`config.mk`:
```
export PLATFORM = sky130hd
export DESIGN_NAME = tsreg_top
export DESIGN_NICKNAME = d
export VERILOG_FILES = /design/src/tsreg_pkg.sv /design/src/tsreg_top.sv
export SDC_FILE = /design/constraint.sdc
export NUM_CORES = 1
export LEC_CHECK = 0
export BUFFER_PORTS_ARGS = -buffer_cell sky130_fd_sc_hd__buf_2
export CORE_MARGIN = 3
export CORE_UTILIZATION = 55
export CTS_CLUSTER_DIAMETER = 100
export DETAILED_ROUTE_END_ITERATION = 12
export PLACE_DENSITY = 0.76
export SETUP_SLACK_MARGIN = 0.4
export SLEW_MARGIN = 20
export SYNTH_ARGS = -nofsm -noshare
export SYNTH_HDL_FRONTEND = slang
export SYNTH_SLANG_ARGS = --single-unit
```
`constraint.sdc`:
```
create_clock -name core_clk_i -period 6.2 [get_ports core_clk_i]
set_clock_uncertainty 0.1 [all_clocks]
set_input_delay 1.24 -clock core_clk_i [delete_from_list [all_inputs] [get_ports core_clk_i]]
set_output_delay 1.24 -clock core_clk_i [all_outputs]
set_load 0.02 [all_outputs]
```
`src/tsreg_pkg.sv`:
```
// Shared constants of the temperature sensor register map
package tsreg_pkg;
  // Register pointer values
  localparam logic [3:0] PTR_CAPABILITY = 4'h0;
  localparam logic [3:0] PTR_CONFIG     = 4'h1;
  localparam logic [3:0] PTR_HIGH_LIM   = 4'h2;
  localparam logic [3:0] PTR_LOW_LIM    = 4'h3;
  localparam logic [3:0] PTR_CRIT_LIM   = 4'h4;
  localparam logic [3:0] PTR_AMBIENT    = 4'h5;
  localparam logic [3:0] PTR_MAKER_ID   = 4'h6;
  localparam logic [3:0] PTR_PART_ID    = 4'h7;
  localparam logic [3:0] PTR_RESOLUTION = 4'h8;

  // Configuration field positions
  localparam int CFG_HYST_HI   = 10;
  localparam int CFG_HYST_LO   = 9;
  localparam int CFG_STOP      = 8;
  localparam int CFG_CRIT_LOCK = 7;
  localparam int CFG_WIN_LOCK  = 6;
  localparam int CFG_INT_CLR   = 5;
  localparam int CFG_STAT      = 4;
  localparam int CFG_OUT_EN    = 3;
  localparam int CFG_SRC_SEL   = 2;
  localparam int CFG_POL       = 1;
  localparam int CFG_MODE      = 0;

  // Temperature word layout
  localparam int TEMP_MSB      = 12;
  localparam int TEMP_LSB      = 2;
  localparam int TEMP_W        = 11;
  localparam int FLAG_CRIT     = 15;
  localparam int FLAG_HIGH     = 14;
  localparam int FLAG_LOW      = 13;

  // Hysteresis steps in quarter degrees: 0, 1.5, 3.0, 6.0
  localparam logic [TEMP_W-1:0] HYST_Q0 = 11'h000;
  localparam logic [TEMP_W-1:0] HYST_Q1 = 11'h006;
  localparam logic [TEMP_W-1:0] HYST_Q2 = 11'h00c;
  localparam logic [TEMP_W-1:0] HYST_Q3 = 11'h018;

  // Fixed read values and reset values
  localparam logic [15:0] CAPABILITY_VAL = 16'h001f;
  localparam logic [15:0] CONFIG_RST     = 16'h0000;
  localparam logic [TEMP_W-1:0] LIMIT_RST = 11'h000;
  localparam logic [7:0]  RESOLUTION_RST = 8'h03;
  localparam logic [15:0] UNMAPPED_VAL   = 16'h0000;
endpackage

```
`src/tsreg_top.sv`:
```
// Register file, limit comparison and alert control of the temperature sensor
`timescale 1ns/1ps

// Function
// [RULE1] Pointer 0x00..0x08 selects nine registers
// [RULE2] Limits: sign bit 12, magnitude 11..2
// [RULE3] Ambient flags bits 15..13: crit, high, low
// [RULE4] Configuration sixteen bits, upper five zero
// [RULE5] Bits 10..9 set window comparison hysteresis
// [RULE6] Bit 8 selects continuous or low power stop
// [RULE7] Stopped: ambient keeps last conversion
// [RULE8] Bits 7,6 lock critical and window limits
// [RULE9] Locks clear only at power-on reset
// [RULE10] Bits 5..0 control the alert pin
// [RULE11] Alert source: all limits or critical only
// [RULE12] Hysteresis codes 0, 1.5, 3.0, 6.0 degrees
// [RULE13] Hysteresis frozen while any lock set
// [RULE14] Locked: cannot enter stop, may leave it
// [RULE15] Writes to read-only bits change nothing
module tsreg_top #(
  parameter logic [15:0] MAKER_ID = 16'h1234, // Arbitrary value
  parameter logic [15:0] PART_ID  = 16'h5678  // Arbitrary value
) (
  input  wire logic        core_clk_i,
  input  wire logic        rst_b_i,
  input  wire logic [3:0]  ptr_i,
  input  wire logic        wr_en_i,
  input  wire logic [15:0] wr_data_i,
  input  wire logic        rd_en_i,
  output logic      [15:0] rd_data_o,
  input  wire logic        conv_valid_i,
  input  wire logic [15:0] conv_data_i,
  output logic             conv_run_o,
  output logic             alert_o,
  output logic             alert_oe_b_o
);

  // Extract the signed quarter-degree field of a temperature word
  function automatic logic signed [10:0] temp_field(input logic [15:0] w);
    temp_field = w[tsreg_pkg::TEMP_MSB:tsreg_pkg::TEMP_LSB];
  endfunction

  // Pack a signed field back into a register word, unused bits zero
  function automatic logic [15:0] temp_word(input logic [10:0] f);
    temp_word = {3'h0, f, 2'h0};
  endfunction

  // Helpers above hard-wire an eleven-bit field; refuse any other field width
  if (tsreg_pkg::TEMP_MSB - tsreg_pkg::TEMP_LSB + 1 != tsreg_pkg::TEMP_W
      || tsreg_pkg::TEMP_W != 11)
  begin
    $error("temperature field layout not supported");
  end

  // Stored configuration, limits, flags and read word
  logic [1:0]  hyst_q;
  logic        stop_q;
  logic        crit_lock_q;
  logic        win_lock_q;
  logic        out_en_q;
  logic        src_sel_q;
  logic        pol_q;
  logic        mode_q;
  logic [10:0] high_lim_q;
  logic [10:0] low_lim_q;
  logic [10:0] crit_lim_q;
  logic [10:0] ambient_q;
  logic [7:0]  resolution_q;
  logic        high_flag_q;
  logic        low_flag_q;
  logic        event_prev_q;
  logic        int_latch_q;
  logic [15:0] rd_data_q;

  // Decode and comparison nets
  logic        any_lock;
  logic        cfg_wr;
  logic        int_clr;
  logic [10:0] hyst_amt;
  logic signed [11:0] amb_s;
  logic signed [11:0] high_s;
  logic signed [11:0] low_s;
  logic signed [11:0] hyst_s;
  logic        crit_flag;
  logic        alert_event;
  logic        alert_active;
  logic [15:0] cfg_word;
  logic [15:0] ambient_word;

  // Configuration write decode and the interrupt clear strobe
  assign any_lock = crit_lock_q | win_lock_q;
  assign cfg_wr   = wr_en_i && (ptr_i == tsreg_pkg::PTR_CONFIG);
  assign int_clr  = cfg_wr && wr_data_i[tsreg_pkg::CFG_INT_CLR];

  // Hysteresis code to quarter-degree amount
  always_comb
  begin
    case (hyst_q)
      2'h0:    hyst_amt = tsreg_pkg::HYST_Q0; // [RULE12]
      2'h1:    hyst_amt = tsreg_pkg::HYST_Q1; // [RULE12]
      2'h2:    hyst_amt = tsreg_pkg::HYST_Q2; // [RULE12]
      default: hyst_amt = tsreg_pkg::HYST_Q3; // [RULE12]
    endcase
  end

  // One extra bit so limit minus hysteresis cannot wrap
  assign amb_s  = {ambient_q[10], ambient_q};
  assign high_s = {high_lim_q[10], high_lim_q};
  assign low_s  = {low_lim_q[10], low_lim_q};
  assign hyst_s = {1'b0, hyst_amt};
  assign crit_flag = $signed(ambient_q) >= $signed(crit_lim_q); // [RULE3]

  // Hysteresis field; frozen under either lock so a locked band cannot narrow
  always_ff @(posedge core_clk_i)
  begin
    if (!rst_b_i)
      hyst_q <= tsreg_pkg::CONFIG_RST[tsreg_pkg::CFG_HYST_HI:tsreg_pkg::CFG_HYST_LO];
    else if (cfg_wr && !any_lock)
      hyst_q <= wr_data_i[tsreg_pkg::CFG_HYST_HI:tsreg_pkg::CFG_HYST_LO]; // [RULE5] [RULE13]
  end

  // Shutdown bit; a locked part may leave shutdown but never enter it
  always_ff @(posedge core_clk_i)
  begin
    if (!rst_b_i)
      stop_q <= tsreg_pkg::CONFIG_RST[tsreg_pkg::CFG_STOP];
    else if (cfg_wr)
    begin
      if (any_lock)
        stop_q <= stop_q & wr_data_i[tsreg_pkg::CFG_STOP]; // [RULE14]
      else
        stop_q <= wr_data_i[tsreg_pkg::CFG_STOP]; // [RULE6]
    end
  end

  // Lock bits are sticky; writing zero does nothing, only reset frees them
  always_ff @(posedge core_clk_i)
  begin
    if (!rst_b_i)
    begin
      crit_lock_q <= tsreg_pkg::CONFIG_RST[tsreg_pkg::CFG_CRIT_LOCK];
      win_lock_q  <= tsreg_pkg::CONFIG_RST[tsreg_pkg::CFG_WIN_LOCK];
    end
    else if (cfg_wr)
    begin
      crit_lock_q <= crit_lock_q | wr_data_i[tsreg_pkg::CFG_CRIT_LOCK]; // [RULE8] [RULE9]
      win_lock_q  <= win_lock_q | wr_data_i[tsreg_pkg::CFG_WIN_LOCK]; // [RULE8] [RULE9]
    end
  end

  // Alert pin controls; deliberately left writable under the locks
  always_ff @(posedge core_clk_i)
  begin
    if (!rst_b_i)
    begin
      out_en_q  <= tsreg_pkg::CONFIG_RST[tsreg_pkg::CFG_OUT_EN];
      src_sel_q <= tsreg_pkg::CONFIG_RST[tsreg_pkg::CFG_SRC_SEL];
      pol_q     <= tsreg_pkg::CONFIG_RST[tsreg_pkg::CFG_POL];
      mode_q    <= tsreg_pkg::CONFIG_RST[tsreg_pkg::CFG_MODE];
    end
    else if (cfg_wr)
    begin
      out_en_q  <= wr_data_i[tsreg_pkg::CFG_OUT_EN]; // [RULE10]
      src_sel_q <= wr_data_i[tsreg_pkg::CFG_SRC_SEL]; // [RULE10] [RULE11]
      pol_q     <= wr_data_i[tsreg_pkg::CFG_POL]; // [RULE10]
      mode_q    <= wr_data_i[tsreg_pkg::CFG_MODE]; // [RULE10]
    end
  end

  // Upper window limit, guarded by the window lock
  always_ff @(posedge core_clk_i)
  begin
    if (!rst_b_i)
      high_lim_q <= tsreg_pkg::LIMIT_RST;
    else if (wr_en_i && ptr_i == tsreg_pkg::PTR_HIGH_LIM && !win_lock_q)
      high_lim_q <= temp_field(wr_data_i); // [RULE2] [RULE8]
  end

  // Lower window limit, same lock as the upper one
  always_ff @(posedge core_clk_i)
  begin
    if (!rst_b_i)
      low_lim_q <= tsreg_pkg::LIMIT_RST;
    else if (wr_en_i && ptr_i == tsreg_pkg::PTR_LOW_LIM && !win_lock_q)
      low_lim_q <= temp_field(wr_data_i); // [RULE2] [RULE8]
  end

  // Critical limit has a lock of its own
  always_ff @(posedge core_clk_i)
  begin
    if (!rst_b_i)
      crit_lim_q <= tsreg_pkg::LIMIT_RST;
    else if (wr_en_i && ptr_i == tsreg_pkg::PTR_CRIT_LIM && !crit_lock_q)
      crit_lim_q <= temp_field(wr_data_i); // [RULE2] [RULE8]
  end

  // Resolution is the only other writable register
  always_ff @(posedge core_clk_i)
  begin
    if (!rst_b_i)
      resolution_q <= tsreg_pkg::RESOLUTION_RST;
    else if (wr_en_i && ptr_i == tsreg_pkg::PTR_RESOLUTION)
      resolution_q <= wr_data_i[7:0];
  end

  // Ambient capture; results arriving while stopped are dropped
  always_ff @(posedge core_clk_i)
  begin
    if (!rst_b_i)
      ambient_q <= tsreg_pkg::LIMIT_RST;
    else if (conv_valid_i && !stop_q)
      ambient_q <= temp_field(conv_data_i); // [RULE7]
  end

  // Conversions run unless stopped
  assign conv_run_o = ~stop_q; // [RULE6] [RULE7]

  // Upper window flag with hysteresis so a slow drift does not chatter
  always_ff @(posedge core_clk_i)
  begin
    if (!rst_b_i)
      high_flag_q <= 1'b0;
    else if (amb_s > high_s)
      high_flag_q <= 1'b1; // [RULE3]
    else if (amb_s <= high_s - hyst_s)
      high_flag_q <= 1'b0; // [RULE5]
  end

  // Lower window flag, band mirrored above the lower limit
  always_ff @(posedge core_clk_i)
  begin
    if (!rst_b_i)
      low_flag_q <= 1'b0;
    else if (amb_s < low_s)
      low_flag_q <= 1'b1; // [RULE3]
    else if (amb_s >= low_s + hyst_s)
      low_flag_q <= 1'b0; // [RULE5]
  end

  // Alert source: all three limits or the critical limit alone
  assign alert_event = src_sel_q ? crit_flag
                                 : (crit_flag | high_flag_q | low_flag_q); // [RULE11]

  // Previous event level for the rising-edge detect
  always_ff @(posedge core_clk_i)
  begin
    if (!rst_b_i)
      event_prev_q <= 1'b0;
    else
      event_prev_q <= alert_event;
  end

  // Interrupt latch; a new event in the same cycle as a clear wins
  always_ff @(posedge core_clk_i)
  begin
    if (!rst_b_i)
      int_latch_q <= 1'b0;
    else if (alert_event && !event_prev_q)
      int_latch_q <= 1'b1; // [RULE10]
    else if (int_clr)
      int_latch_q <= 1'b0; // [RULE10]
  end

  // Comparator mode follows the event; interrupt mode holds until cleared
  assign alert_active = mode_q ? int_latch_q : alert_event; // [RULE10]
  assign alert_o      = pol_q ? alert_active : ~alert_active; // [RULE10]
  assign alert_oe_b_o = ~out_en_q; // [RULE10]

  // Read words; the clear bit always reads zero
  assign cfg_word = {5'h00, hyst_q, stop_q, crit_lock_q, win_lock_q, 1'b0,
                     alert_active, out_en_q, src_sel_q, pol_q, mode_q}; // [RULE4]
  assign ambient_word = {crit_flag, high_flag_q, low_flag_q, 13'h0000}
                        | temp_word(ambient_q); // [RULE3]

  // Registered read mux; read-only pointers ignore writes entirely
  always_ff @(posedge core_clk_i)
  begin
    if (!rst_b_i)
      rd_data_q <= tsreg_pkg::UNMAPPED_VAL;
    else if (rd_en_i)
    begin
      case (ptr_i)
        tsreg_pkg::PTR_CAPABILITY: rd_data_q <= tsreg_pkg::CAPABILITY_VAL; // [RULE1] [RULE15]
        tsreg_pkg::PTR_CONFIG:     rd_data_q <= cfg_word; // [RULE1]
        tsreg_pkg::PTR_HIGH_LIM:   rd_data_q <= temp_word(high_lim_q); // [RULE1] [RULE2]
        tsreg_pkg::PTR_LOW_LIM:    rd_data_q <= temp_word(low_lim_q); // [RULE1] [RULE2]
        tsreg_pkg::PTR_CRIT_LIM:   rd_data_q <= temp_word(crit_lim_q); // [RULE1] [RULE2]
        tsreg_pkg::PTR_AMBIENT:    rd_data_q <= ambient_word; // [RULE1] [RULE15]
        tsreg_pkg::PTR_MAKER_ID:   rd_data_q <= MAKER_ID; // [RULE1] [RULE15]
        tsreg_pkg::PTR_PART_ID:    rd_data_q <= PART_ID; // [RULE1] [RULE15]
        tsreg_pkg::PTR_RESOLUTION: rd_data_q <= {8'h00, resolution_q}; // [RULE1]
        default:                   rd_data_q <= tsreg_pkg::UNMAPPED_VAL;
      endcase
    end
  end

  // Read data straight from its flip-flops
  assign rd_data_o = rd_data_q;

endmodule

```
* Word-level counts from Yosys, hierarchy flattened
Index checks and enable logic that the tools add are counted.
** Cells by class
- $lt $le $gt $ge :: 5
- Equal/unequal tests :: 10
- Reduce and logical (&&, ||, !) cells :: 22
- Multiplexer cells :: 12
- Bitwise operators :: 10
- Add/sub/neg operators :: 2
** Operator list (number)
- $pmux W16 S9 :: 1
- $eq A4 B3 Y1 const B :: 4
- $or A16 B13 Y16 :: 1
- $pmux W5 S3 :: 1
- $add A11 B6 Y12 :: 1
- $ge A11 B12 Y1 :: 1
- $le A11 B12 Y1 :: 1
- $logic_and A1 B1 Y1 :: 12
- $sub A11 B6 Y12 :: 1
- $ge A11 B11 Y1 :: 1
- $gt A11 B11 Y1 :: 1
- $lt A11 B11 Y1 :: 1
- $mux W1 :: 10
- $eq A4 B2 Y1 const B :: 2
- $reduce_bool A2 Y1 :: 3
- $logic_not A1 Y1 :: 5
- $or A1 B1 Y1 :: 5
- $eq A4 B1 Y1 const B :: 1
- $eq A4 B4 Y1 const B :: 1
- $logic_not A4 Y1 :: 1
- $not A1 Y1 :: 3
- $eq A2 B1 Y1 const B :: 1
- $eq A2 B2 Y1 const B :: 1
- $logic_not A2 Y1 :: 1
- $and A1 B1 Y1 :: 1
** Storage, ports and cells
- Flip-flop bits (word level) :: 81
- Logic and storage cells :: 79
- Output and inout port bits :: 19

* Longest topological paths before layout
- Word-level depth :: 7
- Mapped depth :: 15

* Worst setup path before layout
OpenSTA, ideal clock, no wires.
- Kind :: reg2out
- Start point :: register ambient_q[10]
- End point :: output alert_o
- Buffers on the path :: 0
- Path slack :: 2.930 ns
- Arrival :: 1.930 ns
- Data required time :: 4.860 ns
- Cell stages (with the launch flop) :: 8
- Cell sequence :: dfxtp_1 ha_1 nor3b_1 nand2_1 o21ai_0 o21ai_0 o31ai_1 xor2_1
** Between the ends
- Cells in the longest elaborated chain, start to end :: 7
** Ends and longest elaborated chain
- start: declaration :: RTL line tsreg_top.sv:67 : logic [10:0] ambient_q;
- start signal: assignment :: RTL line tsreg_top.sv:210 : ambient_q <= tsreg_pkg::LIMIT_RST;
- start signal: assignment :: RTL line tsreg_top.sv:212 : ambient_q <= temp_field(conv_data_i);
- $ge A11 B11 Y1 (*) :: RTL line tsreg_top.sv:111 : assign crit_flag = $signed(ambient_q) >= $signed(crit_lim_q);
- $or A1 B1 Y1 (2 in a row) :: RTL line tsreg_top.sv:242 : : (crit_flag | high_flag_q | low_flag_q);
- $mux W1 (*) :: RTL line tsreg_top.sv:241 : assign alert_event = src_sel_q ? crit_flag
- $mux W1 (*) :: RTL line tsreg_top.sv:265 : assign alert_active = mode_q ? int_latch_q : alert_event;
- $not A1 Y1 :: RTL line tsreg_top.sv:266 : assign alert_o = pol_q ? alert_active : ~alert_active;
- $mux W1 (*) :: RTL line tsreg_top.sv:266
- end: declaration :: RTL line tsreg_top.sv:34 : output logic alert_o,
Every way passes the cells marked *; elsewhere a longest branch is shown, timed or not.

* Worst setup path after layout
- Start point :: register ambient_q[5]
- End point :: output alert_o
The elaborated chain is that of the path after synthesis.

==> impl_metrics.ini <==
[cells_and_area]
area_growth_pct = 8.90
drive_gt1_share_pct = 11.5
final_net_count = 790
fillCellCount = 895
final_common_cell = dfxtp_1
final_cell_mix = 81 x dfxtp_1, 65 x ha_1, 63 x a21oi_1, 62 x nor2_1, 59 x nand2_1
antennaDiodeCount = 0

[die]
dieArea_mm2 = 0.0110
die_w_um = 105
die_h_um = 105
placementRows = 35
pin_count = 60
start_util_pct = 57.3
coreArea_mm2 = 0.00937

[global_route]
antenna_found_initial = 0
grt_pass1_vias = 4633
overflow = 0
grtUsageTotal_pct = 26.3
grt_pass1_wl_um = 23300
grt_max_degree = 76

[logic_synthesis]
synth_edf_count = 0
syn_inst = 649
ys_ff_latch = 81
yosysWarningCount = 0
ys_seq_area_share_pct = 30.2
synth.distinct_cells = 62
syn_area_per_cell_um2 = 8.27
async_flop_share_pct = 0
synth_nets = 757
netlist_area_mm2 = 0.00537
ys.flop_type = dfxtp_1

[run]
max_cap_violations = 0

[pwr]
p_leak_nw = 2.58
p_per_area_mw_per_mm2 = 204
ir_drop_mv = 0.157

[timing]
grt_setup_unrepaired = false
fin_crit_ns = 4.10
tightest_slew_ns = 0.970
hold_ws_ns = 0.361
max_freq_ghz = 0.244
hold_viol = 0
drv_slew = 0
setup_viol = 0
slew_headroom_pct = 35.4
finalCritPeriodShare_pct = 66.1
fin_setup_tns_ns = 0

[place]
numPortBuffers = 51
gp_congestion = 0.909
dp_hpwl_um = 10700

[clocking]
clkLatencyLatePin_ns = 0.37
cts.clk_slew.worst_paths_ns = 0.10
cts_tree = done
cts_setup_buffers = 0
cts.sinks = 81
post_cts_resized = 0
clock_path_buffers = 2
cts_max_level = 3
numCtsBuffers = 9
root_buffer = clkbuf_8
cts_hold_buf = 0

[routing]
drt_iter0_drc = 444
postRouteAntennaNets = 0
wl_um = 14100
drc_errors = 0
drt-vias-per-instance = 5.90
drtPass1Iterations = 5
post_drt_wl_per_cell_um = 17.3
vias = 4814

[critical_path]
path_max_fanout = 7
cp_data_required_time_ns = 4.86
crit_path_end_kind = primary output
critPathKind = flop to primary output
critPathLaunchType = flop
crit_arrival_ns = 2.76

[worst_hold_path]
hold_path_class = flop to flop

[outcome]
status = complete, no violations
area by class of cell:
| cell class | instances | area (um^2) | share of cell area, % |
|---|---|---|---|
| multi-input cells | 488 | 3400 | 58.2 |
| clock inverters | 7 | 83.8 | 1.43 |
| repair buffers | 53 | 270 | 4.62 |
| well taps | 129 | 161 | 2.76 |
| inverters | 49 | 184 | 3.15 |
| clock buffers | 9 | 124 | 2.12 |
| flip-flops and latches | 81 | 1620 | 27.7 |
layer usage:
layer	global-route usage [%]	up-vias	wire length, um
met3	5.25	31	854
met1	35.9	2257	6480
met4	9.84	0	430
li1	-	2365	-
met5	0	-	0
met2	40.9	161	6370
worst max-delay path, stage by stage, from the launching register on:
cell and delay [ns]:
dfxtp_1 0.54, ha_1 0.33, a21oi_1 0.17, nand2_1 0.07, a211oi_1 0.32, o21ai_0 0.17
buf_4 0.19, o31ai_1 0.25, xor2_1 0.18, buf_2 0.18
through the flow:
stage / utilization [%] / worst slack, ns / instances / power [mW] / cell area [um^2]
floorplan: - / 2.93 / 649 / 0.717 / 5370
global placement: 60.1 / 2.58 / 800 / 0.777 / 5630
detailed placement: 60.1 / 2.54 / 800 / 0.784 / 5630
CTS: 62.3 / 2.12 / 816 / 1.20 / 5840
global route: 62.4 / 1.95 / 816 / 1.25 / 5850
finish: 62.4 / 2.10 / 816 / 1.19 / 5850
kinds of logic after synthesis:
logic type / after synthesis / synth area share (%)
xor+xnor: 16 / 2.61
buf+inv: 80 / 6.59
simple gates: 208 / 19.2
flops: 81 / 30.2
compound gates: 160 / 18.6
fa+ha+maj: 67 / 15.9
mux: 37 / 6.92
path summary, 6_finish.rpt:
path,slack [ns],to,cells after the start,startpoint
hold / removal,0.36,ambient_q[0],2,ambient_q[0]
setup / recovery,2.10,alert_o,9,ambient_q[5]
hold reg to reg,0.36,ambient_q[0],2,ambient_q[0]
setup reg to reg,2.66,high_flag_q,14,hyst_q[1]
flip-flops by register name, indices dropped and copies added (netlist names):
name / cells
resolution_q: 8
ambient_q: 11
crit_lock_q: 1
int_latch_q: 1
hyst_q: 2
pol_q: 1
low_lim_q: 11
rd_data_o: 16
src_sel_q: 1
event_prev_q: 1
win_lock_q: 1
high_lim_q: 11
high_flag_q: 1
crit_lim_q: 11
mode_q: 1
out_en_q: 1
stop_q: 1
low_flag_q: 1
cell usage after synthesis, drive strengths merged, types with 5 or more instances:
| cell type | instances | area [um^2] |
|---|---|---|
| nand2b | 7 | 43.8 |
| ha | 65 | 813 |
| a21o | 9 | 67.6 |
| a211oi | 6 | 45.0 |
| nor3 | 8 | 40.0 |
| nand4 | 10 | 62.6 |
| o21a | 5 | 37.5 |
| a31oi | 5 | 31.3 |
| nand3 | 24 | 125 |
| a21oi | 63 | 315 |
| o21ai | 28 | 140 |
| nor2 | 62 | 233 |
| inv | 48 | 180 |
| nor2b | 14 | 87.6 |
| mux2i | 36 | 360 |
| clkbuf | 12 | 45.0 |
| xnor2 | 12 | 105 |
| dfxtp | 81 | 1620 |
| buf | 19 | 125 |
| o22ai | 5 | 31.3 |
| nand2 | 59 | 221 |
where the power goes:
group          total [mW]  switching [mW]  internal, mW
sequential          0.556          0.0204         0.535
combinational       0.222           0.131        0.0904
clock               0.417           0.223         0.194
total                1.19           0.375         0.820
Power figures use the tool's default switching activity.
